**config.mk**
```make
export PLATFORM = sky130hd
export DESIGN_NAME = apcf_top
export DESIGN_NICKNAME = d
export VERILOG_FILES = /design/src/apcf_pkg.sv /design/src/apcf_top.sv
export VERILOG_INCLUDE_DIRS = /design/src
export SDC_FILE = /design/constraint.sdc
export NUM_CORES = 1
export LEC_CHECK = 0
export ABC_CLOCK_PERIOD_IN_PS = 3500
export BUFFER_PORTS_ARGS = -buffer_cell sky130_fd_sc_hd__buf_2
export CAP_MARGIN = 20
export CORE_MARGIN = 10
export CORE_UTILIZATION = 52
export DETAILED_ROUTE_END_ITERATION = 12
export HOLD_SLACK_MARGIN = 0.12
export PLACE_DENSITY = 0.86
export SLEW_MARGIN = 20
export SYNTH_ARGS = -nofsm -noshare
export SYNTH_HDL_FRONTEND = slang
export SYNTH_SLANG_ARGS = --single-unit
```
**constraint.sdc**
```tcl
create_clock -name clk -period 3.5 [get_ports clk]
set_input_delay 1.05 -clock clk [delete_from_list [all_inputs] [get_ports clk]]
set_output_delay 1.05 -clock clk [all_outputs]
set_load 0.02 [all_outputs]
```
**src/apcf_cfg.svh**
```systemverilog
/*
 holds offsets, field positions, reset values and counts for the audio
 port clock and format configuration block as macros.
 assumes it is included by its bare name after nothing else.
*/
`ifndef APCF_CFG_SVH
`define APCF_CFG_SVH

// ------------------------------------------------------------
// register byte addresses
// ------------------------------------------------------------
`define APCF_PORT_A_CLOCK_SETUP_OFS 8'h04
`define APCF_PORT_B_PRIMARY_SETUP_OFS 8'h05
`define APCF_A_STATUS_OFS 8'h08

// ------------------------------------------------------------
// field positions and reset values
// ------------------------------------------------------------
`define APCF_A_DIV_LSB 0
`define APCF_A_SRC_LSB 2
`define APCF_B_FMT_LSB 0
`define APCF_B_MS_BIT 3
`define APCF_B_OSRC_LSB 4
`define APCF_B_SILENCE_BIT 6
`define APCF_A_RESET 8'h00
`define APCF_B_RESET 8'h00

// ------------------------------------------------------------
// clock figures
// ------------------------------------------------------------
`define APCF_BITS_PER_FRAME 10'h040
`define APCF_DIV_128 10'h080
`define APCF_DIV_256 10'h100
`define APCF_DIV_384 10'h180
`define APCF_DIV_512 10'h200

`endif

```
**src/apcf_pkg.sv**
```systemverilog
/*
 holds the types of the audio port clock and format configuration block.
 assumes apcf_cfg.svh is compiled alongside.
*/
package apcf_pkg;

    // port a master clock sources; reserved code falls back to the default
    typedef enum logic [1:0] {
        APCF_SRC_MCLK = 2'h0,
        APCF_SRC_RECEIVER_CLOCK_INPUT = 2'h1,
        APCF_SRC_RECOVERED_RECEIVER_CLOCK = 2'h2,
        APCF_SRC_RSVD = 2'h3
    } apcf_src_t;

    // classic wishbone request
    typedef struct packed {
        logic cyc;
        logic stb;
        logic we;
        logic [7:0] adr;
        logic [3:0] sel;
        logic [31:0] dat;
    } apcf_wb_req_t;

    // audio sample inputs, one bit per port
    typedef struct packed {
        logic port_a_in;
        logic port_b_in;
        logic receiver_in;
    } apcf_audio_in_t;

    // whole state of the block
    typedef struct packed {
        logic [7:0] a_setup;
        logic [7:0] b_setup;
        logic [31:0] rdat;
        logic ack;
        logic [9:0] div_cnt;
        logic [5:0] bit_cnt;
        logic bit_clk;
        logic frame_clk;
        logic serial_out;
        logic [2:0] src_prev;
        logic [2:0] src_cur;
    } apcf_state_t;

endpackage

```
**src/apcf_top.sv**
```systemverilog
/*
 audio port clock and format configuration: holds the port a clock setup
 and port b primary setup registers behind a classic wishbone slave,
 makes port a master frame and bit clocks, and steers port b output.
 assumes a single 250 MHz clock; all clock candidate inputs and audio
 inputs are synchronous to clk and sampled here as clock-enable levels.
*/
// The Wishbone slave port was chosen for this implementation.
// Summary of operation
// - In master mode port a frame clock is the chosen clock divided by 128, 256, 384 or 512.
// - In master mode port a bit clock runs at 64 times the frame clock for every divider.
// - The clock source field picks master clock, receiver clock or recovered clock; 11 reserved.
// - Source and divider act on port a clocks only while port a is in master mode.
// - Port a clock setup holds source in bits 3:2, divider in 1:0, and bits 7:4 read zero.
// - Port b setup holds zero, silence, output source, master select and format in bits 7..0.
// - Port b format 000 is 24-bit left-justified, 001 is 24-bit i2s, 010 is unused.
// - Port b clocks come from outside at master select 0 and from port a's source at 1.
// - Port b output source picks own input, port a input or the receiver; 11 reserved.
`timescale 1ns/100ps
`include "apcf_cfg.svh"

module apcf_top (
    input wire logic clk,
    input wire logic arst_n,
    input wire logic clk_en,
    input wire apcf_pkg::apcf_wb_req_t wb_req,
    output logic [31:0] wb_dat_o,
    output logic wb_ack_o,
    input wire logic port_a_master,
    input wire logic master_clock_in,
    input wire logic receiver_clock_input,
    input wire logic recovered_receiver_clock,
    input wire apcf_pkg::apcf_audio_in_t audio_in,
    output logic port_a_frame_clock,
    output logic port_a_bit_clock,
    output logic port_a_clocks_active,
    output logic port_b_clock_master_sel,
    output logic port_b_clocks_from_port_a,
    output logic port_b_output_silence,
    output logic [2:0] port_b_format_sel,
    output logic port_b_i2s_format,
    output logic port_b_serial_out
);

    // ------------------------------------------------------------
    // helpers
    // ------------------------------------------------------------
    // divider code to half of the bit clock period in source edges
    function automatic logic [9:0] half_bit(input logic [1:0] code);
        logic [9:0] div;
        case (code)
            2'h0: div = `APCF_DIV_128;
            2'h1: div = `APCF_DIV_256;
            2'h2: div = `APCF_DIV_384;
            default: div = `APCF_DIV_512;
        endcase
        half_bit = 10'((div / `APCF_BITS_PER_FRAME) >> 1);
    endfunction

    // byte lane of the register word, honouring the low select line
    function automatic logic lane0_write(input apcf_pkg::apcf_wb_req_t r, input logic [7:0] ofs);
        lane0_write = r.cyc && r.stb && r.we && r.sel[0] && (r.adr == ofs);
    endfunction

    apcf_pkg::apcf_state_t st_reg;
    apcf_pkg::apcf_state_t st_next;
    apcf_pkg::apcf_src_t src_sel;
    logic src_level;
    logic src_rise;
    logic bsrc;
    logic [1:0] div_code;

    // ------------------------------------------------------------
    // clock source pick
    // ------------------------------------------------------------
    // reserved source code runs as the master clock input
    always_comb begin
        src_sel = apcf_pkg::apcf_src_t'(st_reg.a_setup[`APCF_A_SRC_LSB +: 2]);
        case (src_sel)
            apcf_pkg::APCF_SRC_RECEIVER_CLOCK_INPUT: src_level = receiver_clock_input;
            apcf_pkg::APCF_SRC_RECOVERED_RECEIVER_CLOCK: src_level = recovered_receiver_clock;
            default: src_level = master_clock_in;
        endcase
        div_code = st_reg.a_setup[`APCF_A_DIV_LSB +: 2];
        src_rise = src_level && !st_reg.src_cur[0];
    end

    // ------------------------------------------------------------
    // next state
    // ------------------------------------------------------------
    always_comb begin
        st_next = st_reg;
        st_next.src_cur = {st_reg.src_cur[1:0], src_level};
        st_next.src_prev = st_reg.src_cur;
        // wishbone: answer one cycle after the strobe, drop ack after one cycle
        st_next.ack = wb_req.cyc && wb_req.stb && !st_reg.ack;
        if (wb_req.cyc && wb_req.stb && !st_reg.ack) begin
            case (wb_req.adr)
                `APCF_PORT_A_CLOCK_SETUP_OFS: st_next.rdat = {24'h0, st_reg.a_setup};
                `APCF_PORT_B_PRIMARY_SETUP_OFS: st_next.rdat = {24'h0, st_reg.b_setup};
                `APCF_A_STATUS_OFS: st_next.rdat = {29'h0, port_a_master,
                    st_reg.frame_clk, st_reg.bit_clk};
                default: st_next.rdat = 32'h0;
            endcase
            if (lane0_write(wb_req, `APCF_PORT_A_CLOCK_SETUP_OFS)) begin
                st_next.a_setup = {4'h0, wb_req.dat[3:0]};
            end
            if (lane0_write(wb_req, `APCF_PORT_B_PRIMARY_SETUP_OFS)) begin
                st_next.b_setup = {1'b0, wb_req.dat[6:0]};
            end
        end
        // port a master clocks; counting stops and clocks park low in slave mode
        if (!port_a_master) begin
            st_next.div_cnt = 10'h0;
            st_next.bit_cnt = 6'h0;
            st_next.bit_clk = 1'b0;
            st_next.frame_clk = 1'b0;
        end else if (src_rise) begin
            if (st_reg.div_cnt + 10'h1 >= half_bit(div_code)) begin
                st_next.div_cnt = 10'h0;
                st_next.bit_clk = !st_reg.bit_clk;
                // 64 bit clock half periods per frame half: 64 bits a frame,
                // so the frame period is the full divider count of source edges
                st_next.bit_cnt = st_reg.bit_cnt + 6'h1;
                if (st_reg.bit_cnt == 6'h3f) begin
                    st_next.frame_clk = !st_reg.frame_clk;
                end
            end else begin
                st_next.div_cnt = st_reg.div_cnt + 10'h1;
            end
        end
        // port b output data path
        if (st_reg.b_setup[`APCF_B_SILENCE_BIT]) begin
            st_next.serial_out = 1'b0;
        end else begin
            st_next.serial_out = bsrc;
        end
    end

    // ------------------------------------------------------------
    // port b output source
    // ------------------------------------------------------------
    // reserved code falls back to loopback so the pin never floats
    always_comb begin
        case (st_reg.b_setup[`APCF_B_OSRC_LSB +: 2])
            2'h1: bsrc = audio_in.port_a_in;
            2'h2: bsrc = audio_in.receiver_in;
            default: bsrc = audio_in.port_b_in;
        endcase
    end

    // ------------------------------------------------------------
    // state register
    // ------------------------------------------------------------
    always_ff @(posedge clk or negedge arst_n) begin
        if (!arst_n) begin
            st_reg <= '0;
            st_reg.a_setup <= `APCF_A_RESET;
            st_reg.b_setup <= `APCF_B_RESET;
        end else if (clk_en) begin
            st_reg <= st_next;
        end
    end

    // ------------------------------------------------------------
    // outputs
    // ------------------------------------------------------------
    assign wb_ack_o = st_reg.ack;
    assign wb_dat_o = st_reg.rdat;
    assign port_a_frame_clock = st_reg.frame_clk;
    assign port_a_bit_clock = st_reg.bit_clk;
    assign port_a_clocks_active = port_a_master;
    assign port_b_clock_master_sel = st_reg.b_setup[`APCF_B_MS_BIT];
    assign port_b_clocks_from_port_a = st_reg.b_setup[`APCF_B_MS_BIT];
    assign port_b_output_silence = st_reg.b_setup[`APCF_B_SILENCE_BIT];
    assign port_b_format_sel = st_reg.b_setup[`APCF_B_FMT_LSB +: 3];
    // unused and reserved format codes run as left-justified
    assign port_b_i2s_format = (port_b_format_sel == 3'h1);
    assign port_b_serial_out = st_reg.serial_out;

endmodule

```
---- After elaboration in Yosys (flattened, before gate mapping) ----
Cells that the tools add are included.
storage, ports and cells
  register bits after elaboration ......... 64
  input port bits ......................... 57
cells by class
  add/subtract/negate cells ............... 2
  magnitude comparators ................... 1
  equal/unequal tests ..................... 14
  muxes and demuxes ....................... 12
  reduce and logical (&&, ||, !) cells .... 18
operators with widths
  operator                                                                 count
  18-bit 2-to-1 mux                                                        2
  10-bit 2-to-1 mux                                                        3
  10-bit case mux with 3 select lines                                      1
  7-bit case mux with 3 select lines                                       1
  8-bit by 3-bit equality test with 1-bit output, second input constant    2
  10-bit by 1-bit adder with 10-bit output, second input constant          1
  10-bit by 3-bit >= comparator with 1-bit output                          1
  3-bit AND reduction                                                      3
  8-bit by 4-bit equality test with 1-bit output, second input constant    1
  8-bit 2-to-1 mux                                                         1
  1-bit logical AND                                                        7
  6-bit by 1-bit adder with 6-bit output, second input constant            1
  2-bit by 1-bit equality test with 1-bit output, second input constant    3
  2-bit equality test, second input constant                               3
  6-bit equality test, second input constant                               1
  2-bit by 1-bit inequality test with 1-bit output, second input constant  3
  1-bit zero test                                                          4
  1-bit case mux with 2 select lines                                       2
  2-bit AND reduction                                                      2
  4-bit AND reduction                                                      1
  3-bit by 1-bit equality test with 1-bit output, second input constant    1
  2-bit zero test                                                          1
  1-bit 2-to-1 mux                                                         2

---- Longest topological paths before layout ----
Gate-level depths: netlist (run 1).
  depth in word-level cells ............... 9
  depth in mapped cells ................... 11
  mapped depth without buffers ............ 9

---- Worst setup path before layout (run 1) ----
OpenSTA, ideal clock, no wires.
  path kind ............................... input port to flip-flop
  start point ............................. input port wb_req[41] (netlist name)
  end point ............................... register st_reg (netlist bit div_code[0])
  setup time .............................. 0.125 ns
  arrival time ............................ 2.414 ns
  data required time ...................... 3.375 ns
  setup slack ............................. 0.962 ns
  stages .................................. 4
  cell sequence ........................... or4_4 -> nor4b_4 -> nand4_2 -> mux2_2
on the way
  word-level cells in the longest chain between the ends .. 3
RTL lines
  what                                            line             text
  start, declared                                 apcf_top.sv:26   input wire apcf_pkg::apcf_wb_req_t wb_req,
  8-bit by 3-bit equality test with 1-bit output  apcf_top.sv:62   lane0_write = r.cyc && r.stb && r.we && r.sel[0] && (r.adr == ofs);
  1-bit logical AND                               apcf_top.sv:62
  3-bit AND reduction (no line)                   --
  end signal, assigned                            apcf_top.sv:161  st_reg <= st_next;
  end, declared                                   apcf_top.sv:65   apcf_pkg::apcf_state_t st_reg;
Every way passes these cells.
A chain may end at the register's enable or synchronous reset.

---- Worst setup path in the final report (run 1) ----
  start point ............................. register st_reg[15] (netlist name)
  end point ............................... register st_reg (netlist bit port_a_frame_clock)
on the way
  word-level cells in the longest chain between the ends .. 4
RTL lines
  what                                                        line             text
  10-bit by 1-bit adder with 10-bit output                    apcf_top.sv:119  if (st_reg.div_cnt + 10'h1 >= half_bit(div_code)) begin
  10-bit by 3-bit >= comparator with 1-bit output             apcf_top.sv:119
  2-bit by 1-bit inequality test with 1-bit output (no line)  --
  4-bit AND reduction (no line)                               --
Every way passes these cells.

==> impl_results.rst, run 1 <==
.. list-table::
   :header-rows: 1

   * - Metric
     - Value
   * - Outcome
     - finished clean
   * - Area of the mapped netlist
     - 2370 µm²
   * - Most common cell after layout, fill and taps aside
     - buf_2
   * - Yosys warning count
     - 0
   * - Final TNS setup
     - 0 ns
   * - Number of flops mapped to enable cells by yosys
     - 0
   * - Total setup buffers inserted after CTS
     - 0
   * - Worst-path fanout max
     - 17
   * - Final WS setup
     - 0.780 ns
   * - Setup Slack @ Placement
     - 0.724 ns
   * - Count of different cell masters after synthesis
     - 42
   * - Buffers added on ports
     - 47
   * - Share of synthesized flip-flops with an asynchronous set or reset
     - 1.00
   * - Maximum Capacitance Violations
     - 0
   * - Tightest slew margin relative to the limit
     - 0.424
   * - Clock tree from TritonCTS
     - done
   * - Sequential-to-total area share from yosys stat
     - 0.412
   * - Total number of vias
     - 1767
   * - Pin slew with the least headroom to its limit
     - 0.864 ns
   * - Share of the core filled with cells
     - 0.584
   * - Violation count after the first detailed-route iteration
     - 123
   * - H-tree level count
     - 2
   * - Top post-synthesis cells by area
     - dfrtp_1 (41%), buf_4 (12%), ha_1 (5.3%), mux2_2 (5.2%), o21ai_0 (4.4%)
   * - Flip-flop count of the largest register, all copies and words added
     - 18
   * - Via/cell ratio
     - 5.34
   * - I/O pin count
     - 101
   * - Nets
     - 345
   * - Area growth from synthesis to layout
     - 8.09%
   * - Antenna violations before repair
     - 0
   * - Count of mapped cells out of synthesis
     - 241
   * - Pwr/cell area
     - 410 nW/µm²
   * - Worst path required time
     - 3.72 ns
   * - Yosys top cell area share
     - 0.412
   * - Post-DR wirelength/cell
     - 15.8 µm
   * - Vias in the first global route
     - 1803
   * - Crit path DAT
     - 2.94 ns
   * - Initial Util
     - 0.540
   * - Final hold vios
     - 0
   * - Post-Synthesis Mean Instance Area
     - 9.82 µm²
   * - Die boundary width
     - 87.5 µm
   * - Critical path type
     - reg2reg
   * - First drt pass iteration count
     - 4
   * - Cell Rows
     - 24
   * - Startpoint Class
     - flop
   * - DIE HEIGHT
     - 87.5 µm
   * - Post-CTS Resized
     - 0
   * - First-pass GRT wire length
     - 8320 µm
   * - Highest clock rate
     - 368 MHz
   * - Clock root cell
     - clkbuf_8
   * - Shortest period the worst path allows
     - 2.72 ns
   * - Share of the clock period used by the worst path
     - 0.777
   * - Overall fraction of global-route tracks in use
     - 0.136
   * - Max Transition Viols Final
     - 0
   * - Wirelength, routed
     - 5240 µm
   * - Commonest cells after routing, fill and taps aside
     - buf_2 (47), dfrtp_1 (39), conb_1 (25), o21ai_0 (21), nand2_1 (21)
   * - Leading area contributor after synthesis
     - dfrtp_1
   * - Global placer's final weighted congestion
     - 0.794
   * - Worst-path clk slew
     - 0.08 ns
   * - Total grt overflow
     - 0
   * - Cell breakdown of the critical path
     - ha_1 > xor2_1 > ha_1 > o21ai_0 > o21ai_0 > nand4_1 > and4_1 > or3_1 > a21oi_1
   * - Leakage power figure
     - 1.30 nW
   * - Number of sinks handled by clock tree synthesis
     - 39
   * - Floorplan die area
     - 7650 µm²
   * - RSZ-0062 raised after global routing
     - false
   * - Register bit count reported by yosys
     - 39
   * - Buffer levels on the longest clock path
     - 2
   * - Delay of the slowest cell on the worst path
     - 0.45 ns
   * - Number of hold buffers added after CTS
     - 0
   * - Core outline area
     - 4380 µm²
   * - Number of antenna-violating nets in the routed design
     - 0
   * - Sort of element at the end of the critical path
     - flop
   * - Number of antenna cells inserted
     - 0
   * - TritonCTS buffer count
     - 5
   * - Proportion of layout cells with a drive suffix above 1
     - 0.262
   * - Main synth FF type
     - dfrtp_1
   * - Detailed placer's ending HPWL
     - 4030 µm
   * - DRC errors left
     - 0
   * - Max IR drop VDD
     - 0.201 mV
   * - Final worst clock skew
     - 0.00806 ns
   * - Largest net degree at the start of global routing
     - 40
   * - Worst-path cell with the longest stage delay
     - dfrtp_1
   * - Hold WC Path Type
     - reg2reg
   * - Latest clock arrival within the worst-skew pair
     - 0.29 ns
   * - Count of final setup violators
     - 0
==> stage by stage <==
stage,hold WS (ns),total power [mW],area [µm²],std cells
floorplan,0.450,0.683,2460,265
global placement,0.459,0.707,2460,323
detailed placement,0.465,0.715,2460,323
CTS,0.481,1.05,2560,331
global route,0.504,1.11,2560,331
finish,0.479,1.05,2560,331
==> metal layers <==
metal	GRT usage	up-vias	wire length, µm
met5	0	-	0
met4	0.0594	0	90
met3	0.0421	5	367
met2	0.218	44	2660
met1	0.163	859	2120
li1	-	859	-
==> critical path: cells and delay by family, from the launching register on <==
| family | cells | cell delay (ns) |
|---|---|---|
| simple gates | 3 | 0.91 |
| fa+ha+maj | 2 | 0.59 |
| compound gates | 3 | 0.51 |
| flops | 1 | 0.45 |
| xor+xnor | 1 | 0.18 |
==> logic make-up (layout without fill, tap and decap cells) <==
group,count (synthesis),after routing,share of synthesized area
flip-flops,39,39,0.412
other,1,25,0.00158
AND/OR/NAND/NOR,75,75,0.194
adder cells (fa/ha/maj),10,10,0.0529
buffers and inverters,53,67,0.147
multiplexers,13,13,0.0608
XOR/XNOR,3,3,0.0111
AO/OA/AOI/OAI,47,47,0.121
==> cell usage after synthesis (3+ instances only) <==
cell,count
inv_1,11
buf_4,37
o21ai_0,21
and3_1,3
a22oi_1,5
a22o_1,3
nor2_1,7
nor3b_1,3
a21oi_1,7
nor3_1,3
and2_1,8
nand2b_1,3
mux2_2,11
ha_1,10
or3_1,5
nor2b_1,3
o31ai_1,4
nand4_1,8
nand2_1,21
dfrtp_1,39
==> layout make-up <==
type	count	area [µm²]
multi-input combinational	173	1130
sequential	39	976
inverter	11	41.3
tap	52	65.1
fill	386	1830
clock buffer	8	100
timing repair buffer	48	243
==> worst paths after layout <==
check | startpoint | endpoint | slack, ns | depth (start not counted)
min reg2reg | wb_dat_o[6]$_DFFE_PN0P_ | wb_dat_o[6]$_DFFE_PN0P_ | 0.48 | 2
max reg2reg | st_reg[15]$_DFFE_PN0P_ | port_a_frame_clock$_DFFE_PN0P_ | 0.78 | 9
min | wb_dat_o[6]$_DFFE_PN0P_ | wb_dat_o[6]$_DFFE_PN0P_ | 0.48 | 2
max in group asynchronous | arst_n | wb_dat_o[6]$_DFFE_PN0P_ | 2.09 | 1
min in group asynchronous | arst_n | st_reg[16]$_DFFE_PN0P_ | 0.86 | 1
max | st_reg[15]$_DFFE_PN0P_ | port_a_frame_clock$_DFFE_PN0P_ | 0.78 | 9
==> power breakdown <==
part,switching [mW],internal (mW)
registers,0.0320,0.476
logic,0.141,0.0662
clock network,0.153,0.180
total,0.326,0.722
No activity file was read; power rests on OpenSTA's default activity.
==> run 2, diff against run 1 <==
--- a/config.mk
+++ b/config.mk
@@ -6,14 +6,14 @@
 export SDC_FILE = /design/constraint.sdc
 export NUM_CORES = 1
 export LEC_CHECK = 0
-export ABC_CLOCK_PERIOD_IN_PS = 3500
+export ABC_CLOCK_PERIOD_IN_PS = 2770
 export BUFFER_PORTS_ARGS = -buffer_cell sky130_fd_sc_hd__buf_2
 export CAP_MARGIN = 20
 export CORE_MARGIN = 10
-export CORE_UTILIZATION = 52
+export CORE_UTILIZATION = 48
 export DETAILED_ROUTE_END_ITERATION = 12
 export HOLD_SLACK_MARGIN = 0.12
-export PLACE_DENSITY = 0.86
+export PLACE_DENSITY = 0.8
 export SLEW_MARGIN = 20
 export SYNTH_ARGS = -nofsm -noshare
 export SYNTH_HDL_FRONTEND = slang
==> constraint.sdc (replaced) <==
create_clock -name clk -period 2.77 [get_ports clk]
set_input_delay 0.831 -clock clk [delete_from_list [all_inputs] [get_ports clk]]
set_output_delay 0.831 -clock clk [all_outputs]
set_load 0.02 [all_outputs]
==> run 2 against run 1 <==
Compared with the run above: clock-buffer cell count decreased by 2; largest cell class unchanged; non-clock buffer count increased by 1; register-to-register slack got worse by 0.55 ns; worst hold slack improved by 0.0023 ns; via count increased by 0.34%; total power increased by 23%; critical endpoint is now st_reg[12]$_DFFE_PN0P_; first-iteration DRC count decreased by 15%.
==> impl_results.rst, run 2 (synthesis results as in run 1) <==
.. list-table::
   :header-rows: 1

   * - Metric
     - Value
   * - First drt pass iteration count
     - 4 (unchanged)
   * - Total grt overflow
     - 0 (unchanged)
   * - Proportion of layout cells with a drive suffix above 1
     - 0.269 (+0.00717)
   * - Worst-path fanout max
     - 17 (unchanged)
   * - Vias in the first global route
     - 1829 (+1.4%)
   * - Most common cell after layout, fill and taps aside
     - buf_2
   * - Die boundary width
     - 90.2 µm (+3.1%)
   * - Final worst clock skew
     - 0.00629 ns (-0.00176 ns)
   * - Commonest cells after routing, fill and taps aside
     - buf_2 (47), dfrtp_1 (39), conb_1 (25), o21ai_0 (21), nand2_1 (21)
   * - Flip-flop count of the largest register, all copies and words added
     - 18 (unchanged)
   * - Detailed placer's ending HPWL
     - 4150 µm (+3.0%)
   * - Outcome
     - finished clean
   * - Shortest period the worst path allows
     - 2.54 ns (-0.184 ns)
   * - Total number of vias
     - 1773 (+0.34%)
   * - Overall fraction of global-route tracks in use
     - 0.128 (-0.00747)
   * - Overall power of the completed layout
     - 1.29 mW (+23%)
   * - Final hold vios
     - 0 (unchanged)
   * - Share of the clock period used by the worst path
     - 0.915 (+0.138)
   * - Area growth from synthesis to layout
     - 8.72%
   * - Crit path DAT
     - 2.75 ns (-0.19 ns)
   * - Layout fillers
     - 435 (+13%)
   * - Antenna violations before repair
     - 0 (unchanged)
   * - Buffer levels on the longest clock path
     - 2 (unchanged)
   * - Final TNS setup
     - 0 ns (unchanged)
   * - Violation count after the first detailed-route iteration
     - 104 (-15%)
   * - Post-CTS Resized
     - 0 (unchanged)
   * - Maximum Capacitance Violations
     - 0 (unchanged)
   * - Max Transition Viols Final
     - 0 (unchanged)
   * - Register area
     - 976 µm² (unchanged)
   * - Worst reg-to-reg setup slack
     - 0.23 ns (-0.55 ns)
   * - Number of hold buffers added after CTS
     - 0 (unchanged)
   * - Clock tree from TritonCTS
     - done
   * - Number of antenna-violating nets in the routed design
     - 0 (unchanged)
   * - Core outline area
     - 4750 µm² (+8.4%)
   * - Number of antenna cells inserted
     - 0 (unchanged)
   * - Count of final setup violators
     - 0 (unchanged)
   * - Critical path type
     - reg2reg
   * - I/O pin count
     - 101 (unchanged)
   * - TritonCTS buffer count
     - 5 (unchanged)
   * - Multi-input combinational cell area
     - 1130 µm² (+0.11%)
   * - Leakage power figure
     - 1.31 nW (about the same)
   * - Startpoint Class
     - flop
   * - Tightest slew margin relative to the limit
     - 0.433 (+0.00880)
   * - Total setup buffers inserted after CTS
     - 0 (unchanged)
   * - Nets
     - 346 (+0.29%)
   * - Worst-path clk slew
     - 0.07 ns (about the same)
   * - Hold WC Path Type
     - reg2reg
   * - Initial Util
     - 0.498 (-0.0421)
   * - RSZ-0062 raised after global routing
     - false
   * - Pin slew with the least headroom to its limit
     - 0.850 ns (-0.0132 ns)
   * - Pwr/cell area
     - 503 nW/µm² (+23%)
   * - Floorplan die area
     - 8140 µm² (+6.4%)
   * - Post-DR wirelength/cell
     - 15.1 µm (-4.4%)
   * - Via/cell ratio
     - 5.12 (-4.0%)
   * - Number of sinks handled by clock tree synthesis
     - 39 (unchanged)
   * - First-pass GRT wire length
     - 8740 µm (+5.0%)
   * - Clock root cell
     - clkbuf_8
   * - Buffers added on ports
     - 47 (unchanged)
   * - Max IR drop VDD
     - 0.256 mV (+27%)
   * - H-tree level count
     - 2 (unchanged)
   * - Global placer's final weighted congestion
     - 0.788 (-0.74%)
   * - Largest net degree at the start of global routing
     - 40 (unchanged)
   * - Wirelength, routed
     - 5240 µm (-0.11%)
   * - Cell Rows
     - 25 (+4.2%)
   * - DIE HEIGHT
     - 90.2 µm (+3.1%)
   * - Worst path required time
     - 2.99 ns (-0.73 ns)
   * - Highest clock rate
     - 394 MHz (+7.3%)
   * - Latest clock arrival within the worst-skew pair
     - 0.29 ns (about the same)
   * - Sort of element at the end of the critical path
     - flop
   * - DRC errors left
     - 0 (unchanged)
run 2: routing by layer:
metal | track usage | wire [µm] | vias up
met5 | 0 | 0 | -
met4 | 0.0517 | 75 | 0
met3 | 0.0424 | 338 | 6
met2 | 0.218 | 2560 | 55
met1 | 0.145 | 2260 | 853
li1 | - | - | 859
run 2: path summary, 6_finish.rpt:
path	start	to	cells after the start
worst max-delay path	st_reg[15]$_DFFE_PN0P_	st_reg[12]$_DFFE_PN0P_	9
worst min-delay path	wb_dat_o[2]$_DFFE_PN0P_	wb_dat_o[2]$_DFFE_PN0P_	2
worst max register to register	st_reg[15]$_DFFE_PN0P_	st_reg[12]$_DFFE_PN0P_	9
worst min register to register	wb_dat_o[2]$_DFFE_PN0P_	wb_dat_o[2]$_DFFE_PN0P_	2
max in group asynchronous	arst_n	st_reg[13]$_DFFE_PN0P_	1
min in group asynchronous	arst_n	st_reg[24]$_DFFE_PN0P_	1
run 2: cell type report:
| cell class | instances | area share |
|---|---|---|
| clock inverter | 1 | 0.00194 |
| inverter | 11 | 0.0160 |
| multi-input combinational | 173 | 0.441 |
| tap | 67 | 0.0326 |
| clock buffer | 6 | 0.0321 |
| sequential | 39 | 0.379 |
| timing repair buffer | 49 | 0.0972 |
run 2: critical path, cell delays in order, from the launching register on:
cell	delay, ns
dfrtp_1	0.46
ha_1	0.30
xor2_1	0.17
ha_1	0.28
o21ai_0	0.12
o21ai_0	0.18
nand4_1	0.13
and4_2	0.30
or3_1	0.37
a21oi_1	0.16
run 2: power breakdown:
part | internal [mW] | total (mW) | switching [mW]
sequential | 0.602 | 0.643 | 0.0408
clock | 0.195 | 0.390 | 0.195
combinational | 0.0866 | 0.261 | 0.174
run 2: through the flow:
step                utilization  cell area, µm²  hold WS (ns)  cells  worst slack (ns)
floorplan                     -            2460         0.450    265             0.451
global placement          0.523            2480         0.459    339             0.229
detailed placement        0.523            2480         0.469    339             0.189
CTS                       0.541            2570         0.486    346             0.198
global route              0.541            2570         0.496    346            0.0415
finish                    0.541            2570         0.481    346             0.234
